$ cat config.mk
export PLATFORM = sky130hd
export DESIGN_NAME = smbra_slave
export DESIGN_NICKNAME = d
export VERILOG_FILES = /design/src/pkg/smbra_pkg.sv /design/src/verilog/smbra_byte_ram.sv /design/src/verilog/smbra_slave.sv
export SDC_FILE = /design/constraint.sdc
export NUM_CORES = 2
export LEC_CHECK = 0
export ABC_CLOCK_PERIOD_IN_PS = 7300
export BUFFER_PORTS_ARGS = -buffer_cell sky130_fd_sc_hd__buf_2
export CORE_MARGIN = 1.5
export CORE_UTILIZATION = 53
export CTS_CLUSTER_SIZE = 30
export DETAILED_ROUTE_END_ITERATION = 10
export PLACE_DENSITY = 0.78
export SYNTH_ARGS = -nofsm -noshare
export SYNTH_HDL_FRONTEND = slang
export SYNTH_SLANG_ARGS = --single-unit
export TNS_END_PERCENT = 30
$ cat constraint.sdc
create_clock -name i_clock -period 7.3 [get_ports i_clock]
set_clock_uncertainty 0.15 [all_clocks]
set_input_delay 1.46 -clock i_clock [delete_from_list [all_inputs] [get_ports i_clock]]
set_output_delay 1.46 -clock i_clock [all_outputs]
set_load 0.01 [all_outputs]
$ cat src/pkg/smbra_pkg.sv
// shared constants and types for the smbus ram/eeprom access slave
package smbra_pkg;

   // ==========================================================
   // timing
   localparam int unsigned CLOCK_HZ       = 50_000_000;
   localparam int unsigned CYC_PER_US     = CLOCK_HZ / 1_000_000;
   localparam int unsigned ERASE_TIME_US  = 20_000;
   localparam int unsigned ERASE_CYCLES   = ERASE_TIME_US * CYC_PER_US;
   localparam int unsigned PROG_TIME_US   = 250;
   localparam int unsigned PROG_CYCLES    = PROG_TIME_US * CYC_PER_US;

   // ==========================================================
   // addressing and command codes
   localparam logic [4:0] SLAVE_ADDR_UPPER = 5'h0F;
   localparam logic [7:0] RAM_LAST         = 8'hDF;
   localparam logic [7:0] EE_HI_FIRST      = 8'hF8;
   localparam logic [7:0] EE_HI_LAST       = 8'hFB;
   localparam logic [7:0] CMD_PAGE_ERASE   = 8'hFE;
   localparam logic [7:0] CFG_UPDATE_OFFSET = 8'h90;
   localparam int unsigned CFG_ERASE_EN_BIT = 2;
   localparam logic [7:0] CFG_UPDATE_RESET = 8'h00;
   localparam int unsigned EE_ADDR_W       = 10;
   localparam int unsigned EE_PAGE_LSB     = 5;
   localparam int unsigned BITS_PER_BYTE   = 8;

   // ==========================================================
   // types
   typedef enum logic [3:0] {
      ST_IDLE   = 4'h1,
      ST_RX     = 4'h2,
      ST_TX     = 4'h4,
      ST_IGNORE = 4'h8
   } smbra_state_type;

   typedef struct packed {
      logic                 erase;
      logic                 prog;
      logic [EE_ADDR_W-1:0] addr;
      logic [7:0]           data;
   } smbra_ee_req_type;

endpackage

$ cat src/verilog/smbra_byte_ram.sv
// byte-wide ram with one write port and a registered read port
`timescale 1ns/100ps
module smbra_byte_ram #(
   parameter int unsigned DATA_W = 8,
   parameter int unsigned ADDR_W = 8
) (
   input  wire logic              i_clock,
   input  wire logic              i_wr_en,
   input  wire logic [ADDR_W-1:0] i_wr_addr,
   input  wire logic [DATA_W-1:0] i_wr_data,
   input  wire logic [ADDR_W-1:0] i_rd_addr,
   output logic      [DATA_W-1:0] o_rd_data
);

   logic [DATA_W-1:0] mem_q [0:(1<<ADDR_W)-1];

   always_ff @(posedge i_clock) begin
      if (i_wr_en) begin
         mem_q[i_wr_addr] <= i_wr_data;
      end
      o_rd_data <= mem_q[i_rd_addr];
   end

endmodule

$ cat src/verilog/smbra_slave.sv
// smbus slave front end and ram/eeprom command decoder
//
// Contract
// - start is sda falling while scl high; begin shifting a new address byte.
// - first byte is seven-bit address msb first, then direction bit, 0 write.
// - on address match drive sda low through the ninth clock pulse.
// - on address mismatch stay idle with sda released until next start or stop.
// - nine pulses per byte: eight data plus acknowledge; sda changes with scl low.
// - first byte after address in a write is the command or register address.
// - ram decodes 0x00 to 0xDF, eeprom decodes 0xF800 to 0xFBFF.
// - eeprom bytes program only when blank; erase is whole 32-byte pages only.
// - page erase honoured only while bit 2 of config register 0x90 is set.
// - send byte: address and one command byte, both acknowledged, then stop.
// - send byte with ram address loads the pointer used by later reads.
// - send byte 0xFE erases the page of the last eeprom address set.
// - erase starts when the command byte arrives and lasts about 20 ms.
// - while erase runs the device acknowledges no access to it.
// - write byte/word: command then one or two data bytes, each acknowledged.
// - write byte with command 0x00 to 0xDF stores data in that ram register.
// - command 0xF8 to 0xFB with one data byte sets the eeprom pointer.
// - page erase uses only top three bits of the eeprom low address byte.
// - command 0xF8 to 0xFB with two data bytes programs one eeprom byte.
// - slave address is 01111 followed by the two address select pins.
// - no acknowledge until the power-up configuration download has completed.
// - while a byte programs, about 250 us, hold scl low when not ready.
`timescale 1ns/100ps
module smbra_slave #(
   parameter int unsigned P_ERASE_CYCLES = smbra_pkg::ERASE_CYCLES,
   parameter int unsigned P_PROG_CYCLES  = smbra_pkg::PROG_CYCLES
) (
   input  wire logic                        i_clock,
   input  wire logic                        i_srst,
   input  wire logic                        i_scl,
   input  wire logic                        i_sda,
   input  wire logic                        i_addr_select_hi_pin,
   input  wire logic                        i_addr_select_lo_pin,
   input  wire logic                        i_config_loaded,
   output logic                             o_scl_out,
   output logic                             o_scl_oe,
   output logic                             o_sda_out,
   output logic                             o_sda_oe,
   output smbra_pkg::smbra_ee_req_type      o_ee_req,
   output logic [7:0]                       o_config_update,
   output logic                             o_erase_busy,
   output logic                             o_prog_busy
);

   localparam int unsigned ECNT_W = $clog2(P_ERASE_CYCLES + 1);
   localparam int unsigned PCNT_W = $clog2(P_PROG_CYCLES + 1);

   function automatic logic is_ram(input logic [7:0] a);
      is_ram = (a <= smbra_pkg::RAM_LAST);
   endfunction

   function automatic logic is_ee_hi(input logic [7:0] a);
      is_ee_hi = (a >= smbra_pkg::EE_HI_FIRST) &&
                 (a <= smbra_pkg::EE_HI_LAST);
   endfunction

   // ==========================================================
   // pin synchronisers: bits are {sel_hi, sel_lo, sda, scl}
   logic [3:0] s1_q, s2_q, s3_q, filt_q, prev_q;
   logic [3:0] filt_d;
   logic       scl_rise, scl_fall, start_det, stop_det;

   always_comb begin
      filt_d = (~(s2_q ^ s3_q) & s3_q) | ((s2_q ^ s3_q) & filt_q);
   end

   always_ff @(posedge i_clock) begin
      if (i_srst) begin
         s1_q   <= 4'hF;
         s2_q   <= 4'hF;
         s3_q   <= 4'hF;
         filt_q <= 4'hF;
         prev_q <= 4'hF;
      end else begin
         s1_q   <= {i_addr_select_hi_pin, i_addr_select_lo_pin, i_sda, i_scl};
         s2_q   <= s1_q;
         s3_q   <= s2_q;
         filt_q <= filt_d;
         prev_q <= filt_q;
      end
   end

   assign scl_rise  = filt_q[0] & ~prev_q[0];
   assign scl_fall  = ~filt_q[0] & prev_q[0];
   assign start_det = filt_q[0] & prev_q[0] & prev_q[1] & ~filt_q[1];
   assign stop_det  = filt_q[0] & prev_q[0] & ~prev_q[1] & filt_q[1];

   // ==========================================================
   // busy timers for page erase and byte programming
   logic [ECNT_W-1:0] ecnt_q, ecnt_d;
   logic [PCNT_W-1:0] pcnt_q, pcnt_d;
   logic              erase_busy, prog_busy;
   smbra_pkg::smbra_ee_req_type req_q, req_d;

   assign erase_busy = (ecnt_q != '0);
   assign prog_busy  = (pcnt_q != '0);

   always_comb begin
      ecnt_d = ecnt_q;
      pcnt_d = pcnt_q;
      if (req_q.erase) begin
         ecnt_d = ECNT_W'(P_ERASE_CYCLES);
      end else if (erase_busy) begin
         ecnt_d = ecnt_q - 1'b1;
      end
      if (req_q.prog) begin
         pcnt_d = PCNT_W'(P_PROG_CYCLES);
      end else if (prog_busy) begin
         pcnt_d = pcnt_q - 1'b1;
      end
   end

   always_ff @(posedge i_clock) begin
      if (i_srst) begin
         ecnt_q <= '0;
         pcnt_q <= '0;
      end else begin
         ecnt_q <= ecnt_d;
         pcnt_q <= pcnt_d;
      end
   end

   // ==========================================================
   // byte framing and command decode
   localparam int unsigned EE_ADDR_W_T = smbra_pkg::EE_ADDR_W;

   smbra_pkg::smbra_state_type state_q, state_d;
   logic [3:0]  bitcnt_q, bitcnt_d;
   logic [1:0]  idx_q, idx_d;
   logic [7:0]  shift_q, shift_d;
   logic [7:0]  cmd_q, cmd_d;
   logic [7:0]  ram_ptr_q, ram_ptr_d;
   logic [EE_ADDR_W_T-1:0] ee_ptr_q, ee_ptr_d;
   logic [7:0]  cfg_q, cfg_d;
   logic [7:0]  tx_q, tx_d;
   logic        ack_q, ack_d, rw_q, rw_d;
   logic        sda_oe_q, sda_oe_d, stretch_q, stretch_d;
   logic        wr_en_q, wr_en_d;
   logic [7:0]  wr_addr_q, wr_addr_d, wr_data_q, wr_data_d;
   logic [7:0]  rx_byte, rd_data;
   logic [6:0]  own_addr;

   assign rx_byte  = {shift_q[6:0], filt_q[1]};
   assign own_addr = {smbra_pkg::SLAVE_ADDR_UPPER, filt_q[3:2]};

   always_comb begin
      state_d   = state_q;
      bitcnt_d  = bitcnt_q;
      idx_d     = idx_q;
      shift_d   = shift_q;
      cmd_d     = cmd_q;
      ram_ptr_d = ram_ptr_q;
      ee_ptr_d  = ee_ptr_q;
      cfg_d     = cfg_q;
      tx_d      = tx_q;
      ack_d     = ack_q;
      rw_d      = rw_q;
      sda_oe_d  = sda_oe_q;
      stretch_d = stretch_q & prog_busy;
      wr_en_d   = 1'b0;
      wr_addr_d = wr_addr_q;
      wr_data_d = wr_data_q;
      req_d       = req_q;
      req_d.erase = 1'b0;
      req_d.prog  = 1'b0;
      if (start_det) begin
         state_d  = smbra_pkg::ST_RX;
         bitcnt_d = 4'h0;
         idx_d    = 2'h0;
         ack_d    = 1'b0;
         rw_d     = 1'b0;
         sda_oe_d = 1'b0;
      end else if (stop_det) begin
         state_d   = smbra_pkg::ST_IDLE;
         sda_oe_d  = 1'b0;
         stretch_d = 1'b0;
      end else begin
         case (state_q)
            smbra_pkg::ST_RX,
            smbra_pkg::ST_TX: begin
               if (scl_rise && bitcnt_q < 4'h8) begin
                  shift_d  = rx_byte;
                  bitcnt_d = bitcnt_q + 4'h1;
                  if (bitcnt_q == 4'h7 && state_q == smbra_pkg::ST_RX) begin
                     ack_d = 1'b1;
                     case (idx_q)
                        2'h0: begin
                           if (rx_byte[7:1] != own_addr || erase_busy ||
                               !i_config_loaded) begin
                              ack_d   = 1'b0;
                              state_d = smbra_pkg::ST_IGNORE;
                           end
                           rw_d = rx_byte[0];
                        end
                        2'h1: begin
                           cmd_d = rx_byte;
                           if (is_ram(rx_byte)) begin
                              ram_ptr_d = rx_byte;
                           end
                           if (rx_byte == smbra_pkg::CMD_PAGE_ERASE &&
                               cfg_q[smbra_pkg::CFG_ERASE_EN_BIT]) begin
                              req_d.erase = 1'b1;
                              req_d.prog  = 1'b0;
                              req_d.addr  = {ee_ptr_q[EE_ADDR_W_T-1:
                                                      smbra_pkg::EE_PAGE_LSB],
                                             5'h00};
                           end
                        end
                        2'h2: begin
                           if (is_ram(cmd_q)) begin
                              wr_en_d   = 1'b1;
                              wr_addr_d = cmd_q;
                              wr_data_d = rx_byte;
                              if (cmd_q == smbra_pkg::CFG_UPDATE_OFFSET) begin
                                 cfg_d = rx_byte;
                              end
                           end else if (is_ee_hi(cmd_q)) begin
                              ee_ptr_d = {cmd_q[1:0], rx_byte};
                           end else begin
                              ack_d = 1'b0;
                           end
                        end
                        default: begin
                           if (is_ee_hi(cmd_q) && idx_q == 2'h3) begin
                              req_d.erase = 1'b0;
                              req_d.prog  = 1'b1;
                              req_d.addr  = ee_ptr_q;
                              req_d.data  = rx_byte;
                           end else begin
                              ack_d = 1'b0;
                           end
                        end
                     endcase
                  end
               end else if (scl_rise && bitcnt_q == 4'h8) begin
                  bitcnt_d = 4'h9;
                  if (state_q == smbra_pkg::ST_TX && filt_q[1]) begin
                     state_d = smbra_pkg::ST_IGNORE;
                  end
               end else if (scl_fall) begin
                  if (bitcnt_q == 4'h8) begin
                     sda_oe_d = (state_q == smbra_pkg::ST_RX) && ack_q;
                  end else if (bitcnt_q == 4'h9) begin
                     bitcnt_d = 4'h0;
                     ack_d    = 1'b0;
                     if (idx_q != 2'h3) begin
                        idx_d = idx_q + 2'h1;
                     end
                     if (rw_q) begin
                        state_d  = smbra_pkg::ST_TX;
                        tx_d     = rd_data;
                        sda_oe_d = ~rd_data[7];
                     end else begin
                        sda_oe_d  = 1'b0;
                        stretch_d = prog_busy;
                     end
                  end else if (state_q == smbra_pkg::ST_TX &&
                               bitcnt_q != 4'h0) begin
                     sda_oe_d = ~tx_q[3'(4'h7 - bitcnt_q)];
                  end
               end
            end
            smbra_pkg::ST_IGNORE: begin
               sda_oe_d = 1'b0;
            end
            smbra_pkg::ST_IDLE: begin
               sda_oe_d = 1'b0;
            end
            default: begin
               state_d  = smbra_pkg::ST_IDLE;
               sda_oe_d = 1'b0;
            end
         endcase
      end
   end

   always_ff @(posedge i_clock) begin
      if (i_srst) begin
         state_q   <= smbra_pkg::ST_IDLE;
         bitcnt_q  <= 4'h0;
         idx_q     <= 2'h0;
         shift_q   <= 8'h00;
         cmd_q     <= 8'h00;
         ram_ptr_q <= 8'h00;
         ee_ptr_q  <= '0;
         cfg_q     <= smbra_pkg::CFG_UPDATE_RESET;
         tx_q      <= 8'h00;
         ack_q     <= 1'b0;
         rw_q      <= 1'b0;
         sda_oe_q  <= 1'b0;
         stretch_q <= 1'b0;
         wr_en_q   <= 1'b0;
         wr_addr_q <= 8'h00;
         wr_data_q <= 8'h00;
         req_q     <= '0;
      end else begin
         state_q   <= state_d;
         bitcnt_q  <= bitcnt_d;
         idx_q     <= idx_d;
         shift_q   <= shift_d;
         cmd_q     <= cmd_d;
         ram_ptr_q <= ram_ptr_d;
         ee_ptr_q  <= ee_ptr_d;
         cfg_q     <= cfg_d;
         tx_q      <= tx_d;
         ack_q     <= ack_d;
         rw_q      <= rw_d;
         sda_oe_q  <= sda_oe_d;
         stretch_q <= stretch_d;
         wr_en_q   <= wr_en_d;
         wr_addr_q <= wr_addr_d;
         wr_data_q <= wr_data_d;
         req_q     <= req_d;
      end
   end

   // ==========================================================
   // configuration ram
   smbra_byte_ram #(
      .DATA_W (8),
      .ADDR_W (8)
   ) u_ram (
      .i_clock   (i_clock),
      .i_wr_en   (wr_en_q),
      .i_wr_addr (wr_addr_q),
      .i_wr_data (wr_data_q),
      .i_rd_addr (ram_ptr_q),
      .o_rd_data (rd_data)
   );

   // ==========================================================
   // outputs
   assign o_scl_out       = 1'b0;
   assign o_scl_oe        = stretch_q;
   assign o_sda_out       = 1'b0;
   assign o_sda_oe        = sda_oe_q;
   assign o_ee_req        = req_q;
   assign o_config_update = cfg_q;
   assign o_erase_busy    = erase_busy;
   assign o_prog_busy     = prog_busy;

endmodule
# == After elaboration in Yosys (flattened, before gate mapping) ==
# Memory sizes are Yosys's and may differ from the RTL's. A register that Yosys moved wholly into a read port is not among the register bits.
# Cells that the tools add are included.
# W data, S select, Z words.
# word_totals
ff_bits,152
ram_bits,2048
input_bits,7
word_cells,214
memories,1
# op_classes
addsub,5
n_lt_le_gt_ge,6
eq_ne,36
n_mux,54
bitwise_logic,31
reduce_logical,51
# memory_table
memory,words,width,rd,rd_clocked_by_memory_dff,wr,line,source
u_ram.mem_q,256,8,1,1,1,smbra_byte_ram.sv:15,logic [DATA_W-1:0] mem_q [0:(1<<ADDR_W)-1];
# op_table
op,n
$mux W4,15
$mux W20,2
$reduce_and A8 Y1,4
$ne A6 B6 Y1 const B,5
$mux W14,2
$reduce_and A7 Y1,4
$mux W1,27
$reduce_and A9 Y1,3
$le A8 B8 Y1 const B,3
$pmux W12 S2,1
$ne A4 B4 Y1 const B,5
$reduce_bool A20 Y1,1
$sub A20 B1 Y20 const B,1
$mux W19,1
$not A1 Y1,18
$eq A8 B8 Y1 const B,2
$reduce_bool A14 Y1,1
$sub A14 B1 Y14 const B,1
$eq A4 B4 Y1 const B,3
$mux W12,1
$reduce_or A2 Y1,6
$ne A5 B5 Y1 const B,2
$reduce_and A5 Y1,2
$reduce_bool A2 Y1,5
other kinds (39),68

# == Longest topological paths before layout ==
# depth
depth_word,11
ltp_mapped,12
mapped_depth_nobuf,8

# == Modules after synthesis ==
# From an unflattened synthesis, not the netlist that was laid out.
# unflattened
hier_cells,4485
area_unflattened_um2,86195.2
# by_module_without_submodules
mod,instances,cells_each,area_each_um2,seq_area_each_um2
smbra_byte_ram,1,3733,79557.6,61659.1
smbra_slave,1,752,6637.6,3042.9

# == Worst setup path after synthesis ==
# No wires, ideal clock.
# synth_timing
path_type,reg-to-reg
from,reg wr_data_q[0]
to,mem u_ram.mem_q[0][0] (data pin)
t_arrival_ns,3.397
path_slack_ns,2.898
path_stages_with_launch,1
n_path_buf,0
cell_sequence,dfxtp_1
# synth_rtl
element,line,source
start: declaration,smbra_slave.sv:142,"logic [7:0] wr_addr_q, wr_addr_d, wr_data_q, wr_data_d;"
start signal: assignment,smbra_slave.sv:315,wr_data_q <= wr_data_d;
end: declaration,smbra_byte_ram.sv:15,
# No word-level cell before the write port.

==> impl_metrics.env <==
export IMPL_vias_per_cell=6.600
export IMPL_grt_max_degree=258
export IMPL_synth_edf_count=2048
export IMPL_clock_sinks=2208
export IMPL_cap_violations=1
export IMPL_path_class="flip-flop to flip-flop"
export IMPL_area_growth_pct=9.550
export IMPL_arrival_ns=5.18
export IMPL_fmax_mhz=216.5
export IMPL_p_comb_frac=0.023
export IMPL_core_area_mm2=0.1631
export IMPL_synth_top_area_share=0.7051
export IMPL_hold_path_class="flip-flop to flip-flop"
export IMPL_dr_pass1_iters=8
export IMPL_cts_tree="built"
export IMPL_rsz0062_at_grt="false"
export IMPL_syn_instance_count=4567
export IMPL_hold_viol_final=0
export IMPL_clkPwrFrac=0.427
export IMPL_wl_um=212900
export IMPL_switching_share=0.2032
export IMPL_syn_area_mm2=0.08722
export IMPL_required_ns=7.86
export IMPL_die_area_mm2=0.1670
export IMPL_netSwitchingPower_uw=5079
export IMPL_ys_warn_count=0
export IMPL_drive_gt1_frac=0.1834
export IMPL_multi_input_area_mm2=0.02046
export IMPL_reg2regPathDepth=6
export IMPL_port_buffers=38
export IMPL_drcViolationCount=0
export IMPL_max_stage_delay_ns=1.06
export IMPL_htree_levels=4
export IMPL_ir_drop_uv=251.9
export IMPL_postCtsHoldBufs=0
export IMPL_seq_area_frac_synth=0.7418
export IMPL_finalNetCount=4616
export IMPL_cts_setup_buffers=0
export IMPL_drv_slew=2
export IMPL_antenna_found_initial=7
export IMPL_grt_use_total=0.2529
export IMPL_final_util=0.5857
export IMPL_power_density_mw_per_mm2=261.6
export IMPL_via_count=45870
export IMPL_gp_congestion=0.9402
export IMPL_placedCellCount=6565
export IMPL_synth_most_common_cell="edfxtp_1"
export IMPL_r2r_end="u_ram.o_rd_data[0]"
export IMPL_slowest_stage="nor2b_1"
export IMPL_min_to="s2_q[0]"
export IMPL_numCtsBuffers=205
export IMPL_r2r_start="ram_ptr_q[3]"
export IMPL_slew_headroom=-0.01031
export IMPL_clockRootBuffer="clkbuf_16"
export IMPL_start_util=0.5346
export IMPL_leakage_uw=0.02929
export IMPL_ant_nets=0
export IMPL_intPower_uw=19920
export IMPL_setup_tns_ns=0
export IMPL_max_slew_worst_pin_slew_ns=1.502
export IMPL_avgSynthCellArea_um2=19.10
export IMPL_ys_ff_latch=2208
export IMPL_clk_latency_ns=0.86
export IMPL_netlist_top_cells_count="edfxtp_1 (2048), nor2_1 (429), mux4_2 (380), mux2i_1 (201), dfxtp_1 (160)"
export IMPL_finalSetupViolations=0
export IMPL_min_path_cells=1
export IMPL_seqPwrFrac=0.550
export IMPL_fin_crit_sh=0.6327
export IMPL_path_cells="buf_4, nor2b_1, a2111oi_0, a311oi_1, a32o_1, a211oi_1"
export IMPL_cts_resized=0
export IMPL_finalCriticalPeriod_ns=4.619
export IMPL_synth_area_leaders="edfxtp_1 (71%), mux4_2 (9.8%), dfxtp_1 (3.7%)"
export IMPL_grt_pass1_wl_um=308000
export IMPL_n_fill_cell=11220
export IMPL_die_y_um=408.7
export IMPL_synth_largest_area_cell="edfxtp_1"
export IMPL_rows=148
export IMPL_drt_initial_drc_count=7008
export IMPL_yosysUniqueCellTypes=98
export IMPL_stdcell_count=6950
export IMPL_cts_buffer_depth=3
export IMPL_grt_pass1_vias=44340
export IMPL_hpwlAfterDp_um=127300
export IMPL_clk_pin_slew_worst_paths_ns=0.07
export IMPL_r2r_slack_ns=2.68
export IMPL_ys_flop_type="edfxtp_1"
export IMPL_cp_max_fo=45
export IMPL_violations="capacitance limit, slew limit"
export IMPL_die_x_um=408.7
export IMPL_async_flop_share=0
export IMPL_hp_start="s1_q[0]"
export IMPL_io_pins=41
export IMPL_start_kind="flip-flop"
export IMPL_overflow=0
export IMPL_seq_area_mm2=0.06475
export IMPL_status="complete, but fails checks"
export IMPL_end_kind="flip-flop"
export IMPL_wl_per_cell_um=30.63
layer usage:
layer	vias up	global-route usage	wire, um	part of all wire
li1	18600	-	-	-
met1	23440	0.3485	78560	0.37
met2	3268	0.3830	98300	0.46
met3	549	0.06562	25340	0.12
met4	16	0.1122	10560	0.050
met5	-	0.002011	131	0.00062
kinds of logic after synthesis:
| kind of cell | count (synthesis) | synth area share |
|---|---|---|
| adders and majority gates | 11 | 0.001578 |
| and+or+nand+nor | 915 | 0.05035 |
| AOI/OAI and AO/OA | 412 | 0.03239 |
| xor gates and xnor gates | 34 | 0.003414 |
| muxes | 681 | 0.1461 |
| other | 1 | 0.00004299 |
| buffers and inverters | 305 | 0.02426 |
| DFF | 2208 | 0.7418 |
stage by stage:
step	hold slack, ns	area [um2]	setup WS, ns	power [uW]
finish	0.2644	95550	2.681	24990
global route	0.2805	95540	2.770	25590
CTS	0.2676	95520	2.827	25040
detailed placement	0.2526	88840	2.994	14590
global placement	0.2533	88840	2.997	14560
floorplan	0.2395	87220	2.898	14490
worst max-delay path by stage:
| stage | start | to | slack [ns] | depth (start not counted) |
|---|---|---|---|---|
| floorplan | wr_data_q[0] | u_ram.mem_q[0][0] | 2.90 | 0 |
| global placement | ram_ptr_q[3] | u_ram.o_rd_data[0] | 3.00 | 6 |
| detailed placement | ram_ptr_q[0] | u_ram.o_rd_data[4] | 2.99 | 7 |
| CTS | pcnt_q[0] | o_prog_busy | 2.83 | 5 |
| global route | pcnt_q[0] | o_prog_busy | 2.77 | 5 |
| finish | ram_ptr_q[3] | u_ram.o_rd_data[0] | 2.68 | 6 |
power groups by stage:
| stage | logic (uW) | clock network (uW) | registers (uW) |
|---|---|---|---|
| after floorplan | 479 | 0 | 14000 |
| after global placement | 541 | 0 | 14000 |
| after detailed placement | 566 | 0 | 14000 |
| after CTS | 572 | 10700 | 13800 |
| after global routing | 646 | 11200 | 13800 |
| final | 569 | 10700 | 13800 |
critical path: cells and delay by family, from the launching register on:
family	cells	cell delay, ns
DFF	1	0.88
and+or+nand+nor	1	1.06
AOI/OAI and AO/OA	4	1.68
buffers and inverters	1	0.61
final cells by class:
cell class	count	share of cell area
Inverter	23	0.0009035
Timing Repair Buffer	105	0.008800
Clock inverter	108	0.01298
Antenna cell	5	0.0001309
Multi-Input combinational cell	2055	0.2141
Tap cell	2175	0.02848
Sequential cell	2208	0.6777
Clock buffer	271	0.05692
layout by cell type, fill, tap and decap left out, types with 10 or more instances in the layout:
cell,n
mux4_1,70
o22ai_1,72
nand3_1,60
nand2b_1,18
xor2_1,14
a22o_1,10
buf_12,11
a31oi_1,15
nor4_1,32
buf_2,37
nand4_1,23
a22oi_1,24
or4_1,11
mux4_2,380
bufinv_16,20
a21oi_1,102
clkinv_2,18
a211oi_1,32
edfxtp_1,2048
buf_4,56
nor2b_1,41
a2111oi_0,10
mux2_2,30
dfxtp_4,13
mux2i_1,201
clkbuf_16,205
clkbuf_1,59
clkinv_1,42
ha_1,11
a221oi_1,19
and3_1,11
o211ai_1,17
xnor2_1,20
or2_2,21
nor3_1,27
o21ai_0,29
dfxtp_1,146
nand2_1,156
inv_1,21
nor2_1,429
registers in the layout (all words and copies together), names as in the netlist, 10 cells and up, named ones only:
signal / flops
pcnt_q: 14
ee_ptr_q: 10
ecnt_q: 20
u_ram.mem_q: 2048
o_ee_req: 20
Power figures use the tool's default switching activity.
